## src/common/tpc_pkg.sv

```systemverilog
// constants for the prescaled 16-bit timer/counter
// assumes a byte-wide register port with 8-bit addresses
package tpc_pkg;
  // register offsets
  localparam logic [7:0] TPC_IRQ_ENABLE_ADDR  = 8'he8;
  localparam logic [7:0] TPC_CONTROL_ADDR     = 8'hea;
  localparam logic [7:0] TPC_IRQ_FLAGS_ADDR   = 8'hc8;
  localparam logic [7:0] TPC_COUNT_LOW_ADDR   = 8'hec;
  localparam logic [7:0] TPC_COUNT_HIGH_ADDR  = 8'hed;
  // reset values
  localparam logic [7:0] TPC_IRQ_ENABLE_RST   = 8'h00;
  localparam logic [7:0] TPC_CONTROL_RST      = 8'h00;
  // timer_control fields
  localparam int TPC_FULL_SEL_BIT  = 7;
  localparam int TPC_BYTE_SEL_BIT  = 6;
  localparam int TPC_CLR_EN_BIT    = 5;
  localparam int TPC_BYTE_FLAG_BIT = 4;
  localparam int TPC_DIV_LSB       = 2;
  localparam int TPC_SRC_LSB       = 0;
  // timer_irq_enable / timer_irq_flags fields
  localparam int TPC_WRAP_EN_BIT   = 7;
  localparam int TPC_FULL_FLAG_BIT = 7;
  // source select codes
  localparam logic [1:0] TPC_SRC_STOP = 2'h0;
  localparam logic [1:0] TPC_SRC_CLK6 = 2'h1;
  localparam logic [1:0] TPC_SRC_TEST = 2'h2;
  localparam logic [1:0] TPC_SRC_PIN  = 2'h3;
  // machine cycle timing: six system clocks per machine cycle
  localparam int TPC_CLK_HZ           = 20000000;
  localparam int TPC_MCYCLE_DIV       = 6;
  localparam int TPC_MCYCLE_CLKS      = TPC_MCYCLE_DIV;
  localparam logic [2:0] TPC_PH_SAMPLE_A = 3'h1;
  localparam logic [2:0] TPC_PH_SAMPLE_B = 3'h4;
  localparam logic [2:0] TPC_PH_LAST     = 3'(TPC_MCYCLE_CLKS - 1);
endpackage

```

## src/core/tpc_timer.sv

```systemverilog
// 16-bit free-running timer/counter with 1/2/4/8 prescaler and wrap flags
// assumes count, clear and idle inputs synchronous to clk_sys
// Function
// - count is sixteen bits, a high byte and a low byte
// - timer is stopped or clocked via prescaler from clock/6 or count pin
// - each count pin rising edge advances prescaler, at most once per machine cycle
// - pin sampled twice per machine cycle; low then high sample is an edge
// - early edge counts next machine cycle, late edge one cycle after that
// - prescaler divides by 1,2,4,8; cleared on factor, source change or reset
// - both count bytes readable while running, no snapshot latch
// - count not loadable; zeroed by reset or enabled clear-pin rising edge
// - byte wrap and full wrap flags set one machine cycle after overflow
// - setting the full wrap flag also sets the byte wrap flag
// - wrap request needs global enable and matching select bit, one output
// - flags are only cleared by software, each individually
// - clear-pin reset also clears the prescaler
// - idle mode holds count and prescaler in reset and stops counting
// - irq enable register bits: wrap, bus ctrl, cmp1, cmp0, cap3..cap0
// - control register: full sel, byte sel, clear en, byte flag, div, source
// - divider code 00,01,10,11 divides by 1,2,4,8
// - source code 00 stop, 01 clock/6, 10 test reserved, 11 count pin
//
// The strobed register port was left to the implementer.
`timescale 1ns/1ns
module tpc_timer
  import tpc_pkg::*;
(
  // clock and reset
  input  wire logic       clk_sys,
  input  wire logic       arst_n,
  // register port
  input  wire logic [7:0] addr,
  input  wire logic [7:0] wr_data,
  input  wire logic       wr_en,
  input  wire logic       rd_en,
  output logic      [7:0] rd_data,
  // pins and power state
  input  wire logic       ext_count_pin,
  input  wire logic       ext_clear_pin,
  input  wire logic       idle_mode,
  // interrupt request
  output logic            wrap_irq_req
);

  function automatic logic [2:0] div_last(input logic [1:0] code);
    div_last = 3'((4'h1 << code) - 4'h1);
  endfunction

  logic       rst_meta_reg;
  logic       rst_sync_reg;
  wire        rst_n = rst_sync_reg;

  always_ff @(posedge clk_sys or negedge arst_n) begin
    if (!arst_n) begin
      rst_meta_reg <= 1'b0;
      rst_sync_reg <= 1'b0;
    end else begin
      rst_meta_reg <= 1'b1;
      rst_sync_reg <= rst_meta_reg;
    end
  end

  logic [7:0]  irq_enable_reg;
  logic [7:0]  control_reg;
  logic        full_flag_reg;
  logic [15:0] count_reg;
  logic [2:0]  phase_reg;
  logic [2:0]  presc_reg;
  logic        pin_samp_reg;
  logic        early_reg;
  logic        late_reg;
  logic        pend_reg;
  logic        stage_reg;
  logic        clr_pin_reg;
  logic        byte_ovf_reg;
  logic        full_ovf_reg;
  logic [3:0]  ctrl_prev_reg;
  logic [7:0]  rd_data_reg;
  logic        irq_reg;

  // register decode
  wire wr_ctrl  = wr_en && (addr == TPC_CONTROL_ADDR);
  wire wr_ien   = wr_en && (addr == TPC_IRQ_ENABLE_ADDR);
  wire wr_flags = wr_en && (addr == TPC_IRQ_FLAGS_ADDR);

  wire [1:0] src_sel = control_reg[TPC_SRC_LSB +: 2];
  wire [1:0] div_sel = control_reg[TPC_DIV_LSB +: 2];
  wire       mc_end  = (phase_reg == TPC_PH_LAST);
  wire       samp_a  = (phase_reg == TPC_PH_SAMPLE_A);
  wire       samp_b  = (phase_reg == TPC_PH_SAMPLE_B);

  // pin sampled at the two sample phases only
  wire       samp_now  = samp_a || samp_b;
  wire       pin_edge  = samp_now && !pin_samp_reg && ext_count_pin;

  // ext clear: rising edge while enabled
  wire       clr_edge  = ext_clear_pin && !clr_pin_reg
                         && control_reg[TPC_CLR_EN_BIT];
  // prescaler is cleared on a change of its factor or source
  wire       cfg_change = (ctrl_prev_reg != control_reg[3:0]);
  wire       presc_clr  = clr_edge || idle_mode || cfg_change;

  // source tick into the prescaler, at most one per machine cycle
  wire       src_tick = mc_end && !idle_mode &&
                        (((src_sel == TPC_SRC_CLK6)) ||
                         ((src_sel == TPC_SRC_PIN) && stage_reg));
  wire       presc_out = src_tick && !presc_clr &&
                         (presc_reg == div_last(div_sel));

  wire [15:0] count_inc = count_reg + 16'h0001;
  wire        low_wrap  = presc_out && (count_reg[7:0] == 8'hff);
  wire        full_wrap = presc_out && (count_reg == 16'hffff);

  // flag set one machine cycle after the overflow
  wire set_full = mc_end && full_ovf_reg;
  wire set_byte = mc_end && (byte_ovf_reg || full_ovf_reg);

  // software clear only; a set in the same cycle wins
  wire byte_flag_next = set_byte ||
       (wr_ctrl ? wr_data[TPC_BYTE_FLAG_BIT] : control_reg[TPC_BYTE_FLAG_BIT]);
  wire full_flag_next = set_full ||
       (wr_flags ? wr_data[TPC_FULL_FLAG_BIT] : full_flag_reg);

  wire irq_next = irq_enable_reg[TPC_WRAP_EN_BIT] &&
       ((control_reg[TPC_BYTE_SEL_BIT] && control_reg[TPC_BYTE_FLAG_BIT]) ||
        (control_reg[TPC_FULL_SEL_BIT] && full_flag_reg));

  // live read of both bytes, carry may land between reads
  wire [7:0] rd_next =
       (addr == TPC_IRQ_ENABLE_ADDR) ? irq_enable_reg :
       (addr == TPC_CONTROL_ADDR)    ? control_reg :
       (addr == TPC_IRQ_FLAGS_ADDR)  ? {full_flag_reg, 7'h00} :
       (addr == TPC_COUNT_LOW_ADDR)  ? count_reg[7:0] :
       (addr == TPC_COUNT_HIGH_ADDR) ? count_reg[15:8] : 8'h00;

  // machine cycle phase
  always_ff @(posedge clk_sys or negedge rst_n) begin
    if (!rst_n) begin
      phase_reg <= 3'h0;
    end else begin
      phase_reg <= mc_end ? 3'h0 : phase_reg + 3'h1;
    end
  end

  // edge pipeline: early edge fires end of next cycle, late one cycle later
  always_ff @(posedge clk_sys or negedge rst_n) begin
    if (!rst_n) begin
      pin_samp_reg <= 1'b0;
      early_reg    <= 1'b0;
      late_reg     <= 1'b0;
      pend_reg     <= 1'b0;
      stage_reg    <= 1'b0;
    end else begin
      if (samp_now) begin
        pin_samp_reg <= ext_count_pin;
      end
      if (mc_end) begin
        stage_reg <= early_reg || pend_reg;
        pend_reg  <= late_reg;
        early_reg <= 1'b0;
        late_reg  <= 1'b0;
      end else begin
        if (pin_edge && samp_a) begin
          early_reg <= 1'b1;
        end
        if (pin_edge && samp_b) begin
          late_reg <= 1'b1;
        end
      end
    end
  end

  // prescaler and counter
  always_ff @(posedge clk_sys or negedge rst_n) begin
    if (!rst_n) begin
      presc_reg <= 3'h0;
      count_reg <= 16'h0000;
    end else begin
      if (presc_clr || presc_out) begin
        presc_reg <= 3'h0;
      end else if (src_tick) begin
        presc_reg <= presc_reg + 3'h1;
      end
      // no write path: only reset, clear pin and idle zero it
      if (clr_edge || idle_mode) begin
        count_reg <= 16'h0000;
      end else if (presc_out) begin
        count_reg <= count_inc;
      end
    end
  end

  // overflow pending until end of following machine cycle
  always_ff @(posedge clk_sys or negedge rst_n) begin
    if (!rst_n) begin
      byte_ovf_reg <= 1'b0;
      full_ovf_reg <= 1'b0;
    end else begin
      if (low_wrap) begin
        byte_ovf_reg <= 1'b1;
      end else if (mc_end) begin
        byte_ovf_reg <= 1'b0;
      end
      if (full_wrap) begin
        full_ovf_reg <= 1'b1;
      end else if (mc_end) begin
        full_ovf_reg <= 1'b0;
      end
    end
  end

  // registers
  always_ff @(posedge clk_sys or negedge rst_n) begin
    if (!rst_n) begin
      irq_enable_reg <= TPC_IRQ_ENABLE_RST;
      control_reg    <= TPC_CONTROL_RST;
      full_flag_reg  <= 1'b0;
      ctrl_prev_reg  <= TPC_CONTROL_RST[3:0];
      clr_pin_reg    <= 1'b0;
    end else begin
      if (wr_ien) begin
        irq_enable_reg <= wr_data;
      end
      if (wr_ctrl) begin
        control_reg[7:5] <= wr_data[7:5];
        control_reg[3:0] <= wr_data[3:0];
      end
      control_reg[TPC_BYTE_FLAG_BIT] <= byte_flag_next;
      full_flag_reg <= full_flag_next;
      ctrl_prev_reg <= control_reg[3:0];
      clr_pin_reg   <= ext_clear_pin;
    end
  end

  // outputs from flops
  always_ff @(posedge clk_sys or negedge rst_n) begin
    if (!rst_n) begin
      rd_data_reg <= 8'h00;
      irq_reg     <= 1'b0;
    end else begin
      rd_data_reg <= rd_en ? rd_next : 8'h00;
      irq_reg     <= irq_next;
    end
  end

  assign rd_data      = rd_data_reg;
  assign wrap_irq_req = irq_reg;
endmodule // tpc_timer

```

## config.mk

```make
export PLATFORM = sky130hd
export DESIGN_NAME = tpc_timer
export DESIGN_NICKNAME = d
export VERILOG_FILES = /design/src/common/tpc_pkg.sv /design/src/core/tpc_timer.sv
export SDC_FILE = /design/constraint.sdc
export NUM_CORES = 1
export LEC_CHECK = 0
export BUFFER_PORTS_ARGS = -buffer_cell sky130_fd_sc_hd__buf_4
export CORE_AREA = 2 2 74 76
export CTS_CLUSTER_DIAMETER = 100
export DETAILED_ROUTE_END_ITERATION = 8
export DIE_AREA = 0 0 76 78
export PLACE_DENSITY = 0.76
export SYNTH_ARGS = -nofsm -noshare
export SYNTH_HDL_FRONTEND = slang
export SYNTH_SLANG_ARGS = --single-unit
export TNS_END_PERCENT = 50
```

## constraint.sdc

```tcl
create_clock -name clk_sys -period 2.4 [get_ports clk_sys]
set_clock_uncertainty 0.15 [all_clocks]
set_input_delay 0 -clock clk_sys [delete_from_list [all_inputs] [get_ports clk_sys]]
set_output_delay 0 -clock clk_sys [all_outputs]
set_load 0.05 [all_outputs]
```

==> results of run 1 <==
[worst max-delay path, cell delays in order, from the launching register on]
cell     delay, ns
dfrtp_1       0.42
buf_6         0.13
buf_4         0.14
o31a_1        0.38
or4b_4        0.61
or4_1         0.50
a21oi_1       0.16
[cells in the final DEF (no fill, tap or decap), drive strengths merged, types with 13 or more instances in the layout]
master / n
a21oi: 26
buf: 55
dfrtp: 62
dlygate4sd3: 18
inv: 13
mux2: 17
nand2: 16
nor2: 20
o21ai: 21
[report_power, final]
part	switching [uW]	leakage (uW)	internal, uW
combinational	82.0	0.000872	92.1
clock	423	0.000108	608
sequential	22.9	0.000839	1070
total	528	0.00182	1770
[worst min path at each step]
stage / end / slack [ns] / cells past startpoint
floorplan: rst_meta_reg / -0.45 / 0
global placement: rst_meta_reg / -0.37 / 1
detailed placement: rst_meta_reg / -0.37 / 1
CTS: rd_data[7] / 0.01 / 5
global route: rd_data[7] / 0.07 / 5
finish: rd_data[7] / 0.02 / 5
[per-layer routing]
metal / vias to the layer above / global-route usage / wire (um)
li1: 1175 / - / -
met1: 1247 / 0.3036 / 2858
met2: 111 / 0.4714 / 3893
met3: 37 / 0.1047 / 479
met4: 0 / 0.1218 / 308
met5: - / 0 / 0
[metrics by stage]
step | util | area (um2) | total power [uW] | setup WS, ns | instances
2_1_floorplan | - | 2928 | 1168 | 0.008954 | 277
5_1_grt | 0.7717 | 3891 | 2379 | -0.1945 | 430
4_1_cts | 0.7613 | 3839 | 2301 | -0.1653 | 426
6_report | 0.7717 | 3891 | 2296 | -0.1670 | 430
3_5_place_dp | 0.6630 | 3343 | 1232 | -0.1699 | 387
3_3_place_gp | 0.6630 | 3343 | 1227 | -0.1091 | 387
[logic make-up (layout without fill, tap and decap cells)]
group | count (synthesis) | in the layout | share of synthesized area
AND/OR/NAND/NOR | 90 | 92 | 0.1722
AO/OA/AOI/OAI | 64 | 64 | 0.1259
flip-flops | 62 | 62 | 0.5310
multiplexers | 29 | 29 | 0.1066
buffers and inverters | 21 | 102 | 0.03041
XOR/XNOR | 8 | 8 | 0.02398
adder cells (fa/ha/maj) | 2 | 2 | 0.008564
other | 1 | 1 | 0.001284
[layout make-up]
type	count	area, um2	area share
Sequential cell	62	1554	0.3994
Multi-Input combinational cell	196	1353	0.3476
Timing Repair Buffer	73	625.6	0.1608
Clock buffer	10	137.6	0.03537
Tap cell	70	87.58	0.02251
Clock inverter	6	85.08	0.02186
Inverter	13	48.80	0.01254
[timing repair]
item                                    in CTS  in global routing
cloned                                       2                  0
hold buffers                                18                  0
pin swaps                                   15                  1
buffers inserted                             3                  4
endpoints found under the setup margin      14                 15
endpoints found under the hold margin       39                  0
gates resized for setup                     11                  2
==> flow_summary.yaml, run 1 <==
outcome:
  status: "finished with violations"
  violations: "negative setup slack"
sta:
  tns_ns: -1.273
  relSlewSlack: 0.5290
  drv_slew: 0
  period_needed_ns: 2.567
  hold_violations: 0
  post-route-period-util: 1.070
  rsz0062_at_grt: "yes"
  holdWs_ns: 0.02277
  fin_ws_ns: -0.1670
  worst_pin_slew_ns: 0.7032
  fmax_mhz: 389.6
  setup_viol: 14
power_and_ir_drop:
  powerDensity_nw_per_um2: 590.1
  p_leak_uw: 0.001819
  vdd_ir_drop_max_mv: 0.6364
synthesis:
  post-synth-top-count-cell: "dfrtp_1"
  synth_cell_types: 41
  synth_edf_count: 0
  synth_cells: 277
  syn_area_um2: 2922
  yosysSeqAreaShare: 0.5310
  yosys-top-cells-area: "dfrtp_1 53%, mux2_2 6.6%, a21oi_1 4.5%, mux2i_1 4.1%, or4_1 3.1%"
  yosys_warnings: 0
  synth_top_area_frac: 0.5310
  avgSynthCellArea_um2: 10.55
  yosys-top-cells-count: "62 x dfrtp_1, 26 x a21oi_1, 20 x nor2_1"
  synth_ff_type: "dfrtp_1"
  synth-seq-cells: 62
  async_reset_ff_frac: 1.000
  yosys.area.top_type: "dfrtp_1"
  syn_nets: 302
die:
  fp-row-count: 26
  dieArea_um2: 5928
  die_x_um: 76
  start_util: 0.5794
  die_h_um: 78
  core_um2: 5042
  io_pins: 32
critical_path:
  crit_type: "reg -> reg"
  end_kind: "flip-flop"
  rr_startpoint: "control_reg[3]"
  critPathArrivalTime_ns: 2.69
  r2r-end: "count_reg[8]"
  critPathRequiredTime_ns: 2.53
  rrSetupSlack_ns: -0.17
  crit_end: "count_reg[8]"
  cp_max_fo: 6
  crit_path_start_kind: "flip-flop"
  cp-startpoint: "control_reg[3]"
  reg2reg_depth: 6
cells_and_area:
  area_growth_pct: 33.19
  n_antenna_cell: 0
  drive_above_1_share: 0.2861
  largest_reg_flops: 16
  fill_cells: 308
  nets: 380
global_routing:
  grt_pass1_wl_um: 12550
  grt.overflow.total: 0
  antenna_found_initial: 0
  gr-usage-all-layers: 0.2740
  grt_pass1_vias: 2624
  grt_max_degree: 39
clock_network:
  clk_latency_ns: 0.35
  cts.path.max_buffers: 2
  path_clk_slew_ns: 0.07
  h-tree-depth: 3
  cts.sinks: 62
  cts_tree: "built"
  cts_root_buf: "clkbuf_8"
  numCtsBuffers: 9
route:
  avgViaCountPerCell: 5.977
  wl_per_cell_um: 17.53
  num_vias: 2570
  first_pass_iters: 4
  final_antenna_net_count: 0
  wl_um: 7539
  drc: 0
  drt-initial-drc-count: 155
run:
  maxCapViolCount: 0
hold_path:
  min_path_type: "in -> reg"
  min-delay-start: "addr[4]"
place:
  io_buffers: 31
  dp_hpwl_um: 4583
  gp_congestion: 0.8237
Note: power is estimated with default switching activity, not from simulation.
==> run 2: changes to the inputs <==
--- a/config.mk
+++ b/config.mk
@@ -10,7 +10,7 @@
 export CTS_CLUSTER_DIAMETER = 100
 export DETAILED_ROUTE_END_ITERATION = 8
 export DIE_AREA = 0 0 76 78
-export PLACE_DENSITY = 0.76
+export PLACE_DENSITY = 0.75
 export SYNTH_ARGS = -nofsm -noshare
 export SYNTH_HDL_FRONTEND = slang
 export SYNTH_SLANG_ARGS = --single-unit
==> run 2 against run 1 <==
Effect of this change: the run still ends with negative setup slack left; worst setup slack better by 0.060 ns; maximum frequency up 2.4%; hold slack got worse by 0.00076 ns; clock power up 7%; final cell count is the same; die area unchanged; power increased by 3.3%; via count is 3.5% lower; first-iteration DRC count shrank 8.4%; non-clock buffer count unchanged; sequential power about the same; clock-buffer cell count shrank 1.
==> flow_summary.yaml, run 2 (synthesis gave the netlist of run 1 again) <==
global_routing:
  grt.overflow.total: 0
  gr-usage-all-layers: 0.2676
  grt_pass1_vias: 2549
  grt_pass1_wl_um: 12380
  antenna_found_initial: 0
  grt_max_degree: 54
die:
  dieArea_um2: 5928
  die_x_um: 76
  core_um2: 5042
  die_h_um: 78
  start_util: 0.5794
  io_pins: 32
  fp-row-count: 26
place:
  place_inst: 386
  dp_hpwl_um: 4483
  postPlaceCellArea_um2: 3336
  gp_congestion: 0.8052
  io_buffers: 31
  place_ws_ns: -0.1569
sta:
  fin_ws_ns: -0.1065
  hold_violations: 0
  relSlewSlack: 0.5567
  tns_ns: -0.4819
  rsz0062_at_grt: "yes"
  setup_viol: 12
  worst_pin_slew_ns: 0.6619
  period_needed_ns: 2.507
  fmax_mhz: 399.0
  drv_slew: 0
  post-route-period-util: 1.044
cells_and_area:
  largest_reg_flops: 16
  final_cells: 430
  nets: 380
  drive_above_1_share: 0.2917
  n_antenna_cell: 0
  area_growth_pct: 34.05
  final_cell_mix: "60 x dfrtp_1, 48 x buf_4, 24 x a21oi_1"
  multi_input_area_um2: 1363
  register_area_um2: 1554
  fill_cells: 313
  layout_commonest_cell: "dfrtp_1"
  final_area_um2: 3916
route:
  num_vias: 2479
  final_antenna_net_count: 0
  drt-initial-drc-count: 142
  wl_um: 7224
  wl_per_cell_um: 16.80
  first_pass_iters: 4
  drc: 0
  avgViaCountPerCell: 5.765
clock_network:
  cts_tree: "built"
  cts.path.max_buffers: 2
  cts.sinks: 62
  h-tree-depth: 3
  path_clk_slew_ns: 0.07
  numCtsBuffers: 9
  cts_root_buf: "clkbuf_8"
  clk_latency_ns: 0.34
power_and_ir_drop:
  p_leak_uw: 0.001811
  vdd_ir_drop_max_mv: 0.4156
  powerDensity_nw_per_um2: 605.4
hold_path:
  min_path_type: "in -> reg"
  min-delay-start: "addr[0]"
critical_path:
  critPathArrivalTime_ns: 2.58
  cp-startpoint: "control_reg[3]"
  end_kind: "flip-flop"
  crit_path_start_kind: "flip-flop"
  crit_type: "reg -> reg"
  rr_startpoint: "control_reg[3]"
  critPathRequiredTime_ns: 2.47
  cp_max_fo: 9
outcome:
  violations: "negative setup slack"
  status: "finished with violations"
run:
  maxCapViolCount: 0
## run 2: power breakdown
group	internal [uW]	switching [uW]	total [uW]
sequential	1070	17.1	1090
clock	684	415	1100
combinational	98.8	88.0	187
total	1850	521	2370
## run 2: final timing paths
| kind | end | slack [ns] | cells after the start |
|---|---|---|---|
| hold reg to reg | count_reg[0] | 0.10 | 1 |
| setup / recovery | count_reg[10] | -0.11 | 7 |
| min in group asynchronous | count_reg[0] | 0.10 | 1 |
| setup reg to reg | count_reg[10] | -0.11 | 7 |
| hold / removal | rd_data[7] | 0.02 | 4 |
| max in group asynchronous | phase_reg[2] | 1.28 | 1 |
## run 2: critical path: stages, from the launching register on
cell and delay [ns]:
dfrtp_1 0.42, buf_6 0.14, xor2_2 0.17, nor4_4 0.34
or4b_4 0.60, buf_4 0.19, o31ai_1 0.28, a21oi_2 0.09
## run 2: metrics by stage
stage                     hold slack (ns)  utilization  power (uW)
after detailed placement          -0.3661       0.6615        1232
after CTS                        0.003385       0.7610        2372
after global placement            -0.3680       0.6615        1228
after global routing              0.08252       0.7767        2457
after floorplan                   -0.4456            -        1168
final                             0.02200       0.7767        2371
## run 2: metal layers
layer	vias up	GRT usage	routed length [um]	part of all wire
met1	1206	0.3277	2890	0.40
met5	-	0	0	0
met4	0	0.1145	209	0.029
met2	87	0.4607	3727	0.52
met3	20	0.05814	396	0.055
li1	1166	-	-	-
## run 2: final cells by class
cell class	count	share of cell area
repair buffers	73	0.1601
clock inverters	7	0.02875
inverters	13	0.01246
multi-input cells	196	0.3479
flip-flops and latches	62	0.3968
well taps	70	0.02236
clock buffers	9	0.03163
## run 2: repair_timing
item,in CTS,in global routing
setup buffers,3,4
gates resized for setup,7,11
setup endpoints to repair,14,17
hold endpoints to repair,46,0
cloned,2,0
pin swaps,12,5
hold buffers,19,0
==> run 3: changes to the inputs <==
==> constraint.sdc (replaced) <==
create_clock -name clk_sys -period 2.6 [get_ports clk_sys]
set_clock_uncertainty 0.15 [all_clocks]
set_input_delay 0 -clock clk_sys [delete_from_list [all_inputs] [get_ports clk_sys]]
set_output_delay 0 -clock clk_sys [all_outputs]
set_load 0.05 [all_outputs]
==> run 3 against run 2 <==
Effect of this change: the flow now finishes without violations; combinational power decreased by 21%; sequential share of layout area increased by 1.4 points; critical path type unchanged; first-iteration DRC count increased by 2.1%; critical endpoint is now count_reg[11]; largest cell class unchanged; highest routed layer unchanged.
==> flow_summary.yaml, run 3 (synthesis gave the netlist of run 1 again) <==
cells_and_area:
  drive_above_1_share: 0.2636
  final_cell_mix: "60 x dfrtp_1, 43 x buf_4, 24 x a21oi_1"
  largest_reg_flops: 16
  final_cells: 419
  register_area_um2: 1554
  multi_input_area_um2: 1355
  area_growth_pct: 29.42
  n_antenna_cell: 0
  fill_cells: 352
  layout_commonest_cell: "dfrtp_1"
  nets: 369
sta:
  holdWs_ns: 0.1316
  drv_slew: 0
  period_needed_ns: 2.576
  hold_violations: 0
  fin_ws_ns: 0.02355
  post-route-period-util: 0.9909
  setup_viol: 0
  fmax_mhz: 388.1
  relSlewSlack: 0.5164
  rsz0062_at_grt: "yes"
  worst_pin_slew_ns: 0.7254
  tns_ns: 0
route:
  wl_um: 6869
  first_pass_iters: 4
  drc: 0
  avgViaCountPerCell: 5.902
  num_vias: 2473
  drt-initial-drc-count: 145
  final_antenna_net_count: 0
  wl_per_cell_um: 16.39
global_routing:
  grt_pass1_vias: 2466
  antenna_found_initial: 0
  grt_pass1_wl_um: 11420
  grt_max_degree: 34
  gr-usage-all-layers: 0.2431
  grt.overflow.total: 0
critical_path:
  cp_max_fo: 14
  r2r-end: "count_reg[11]"
  crit_end: "count_reg[11]"
  critPathRequiredTime_ns: 2.64
  slowest_stage: "or4b_4"
  rr_startpoint: "control_reg[2]"
  path_depth: 6
  rrSetupSlack_ns: 0.02
  path_delay_family: "compound AO/OA/AOI/OAI gates"
  crit_type: "reg -> reg"
  critPathArrivalTime_ns: 2.62
  end_kind: "flip-flop"
  reg2reg_depth: 6
  crit_chain: "a21o_1 > a2111o_1 > buf_4 > or4b_4 > o31ai_1 > a21oi_1"
  crit_path_start_kind: "flip-flop"
  cp_num_buf_inv: 1
  cpPeakStageDelay_ns: 0.60
  cp-startpoint: "control_reg[2]"
power_and_ir_drop:
  powerDensity_nw_per_um2: 552.6
  vdd_ir_drop_max_mv: 0.3606
  p_leak_uw: 0.001755
place:
  dp_hpwl_um: 4397
  io_buffers: 31
  gp_congestion: 0.8395
  place_inst: 379
  place_ws_ns: 0.01967
die:
  dieArea_um2: 5928
  fp-row-count: 26
  io_pins: 32
  start_util: 0.5794
  core_um2: 5042
  die_h_um: 78
  die_x_um: 76
clock_network:
  cts_root_buf: "clkbuf_8"
  clk_latency_ns: 0.33
  numCtsBuffers: 9
  cts.path.max_buffers: 2
  cts.sinks: 62
  cts_tree: "built"
  h-tree-depth: 3
  path_clk_slew_ns: 0.07
hold_path:
  min_path_type: "in -> reg"
  whs_path_depth: 6
run:
  maxCapViolCount: 0
outcome:
  status: "completed"
## run 3: cell type report
type	count	share of cell area
Multi-Input combinational cell	196	0.3584
Timing Repair Buffer	62	0.1357
Inverter	13	0.01291
Sequential cell	62	0.4110
Clock buffer	10	0.03640
Tap cell	70	0.02316
Clock inverter	6	0.02250
## run 3: how the worst min path moves through the flow
stage / start / to
after floorplan: arst_n / rst_meta_reg
after global placement: arst_n / rst_meta_reg
after detailed placement: arst_n / rst_meta_reg
after CTS: addr[4] / full_flag_reg
after global routing: addr[0] / full_flag_reg
final: addr[4] / full_flag_reg
## run 3: layer usage
metal	vias up	share of wire	GRT usage
met5	-	0	0
met4	0	0.026	0.1018
met3	18	0.054	0.04419
met2	100	0.49	0.4134
met1	1202	0.43	0.3084
li1	1153	-	-
## run 3: stage by stage
step / cell area (um2) / util / power (uW)
after detailed placement: 3271 / 0.6486 / 1134
after global placement: 3271 / 0.6486 / 1129
after floorplan: 2922 / - / 1077
after global routing: 3781 / 0.7499 / 2178
after CTS: 3704 / 0.7345 / 2091
final: 3781 / 0.7499 / 2090
## run 3: worst reg2reg max path, cell delays in order, from the launching register on
cell	delay, ns
dfrtp_2	0.44
a21o_1	0.18
a2111o_1	0.47
buf_4	0.17
or4b_4	0.60
o31ai_1	0.31
a21oi_1	0.13
## run 3: repair_timing
action,in CTS,in global routing
hold buffers,19,0
gates resized for setup,2,10
pin swaps,0,6
cloned,1,1
endpoints found under the hold margin,39,0
buffers inserted,0,3
endpoints found under the setup margin,1,11
## run 3: power by group
group          switching [uW]  total, uW  internal (uW)
logic                    67.6        147           79.6
registers                24.6       1010            986
clock network             370        932            562
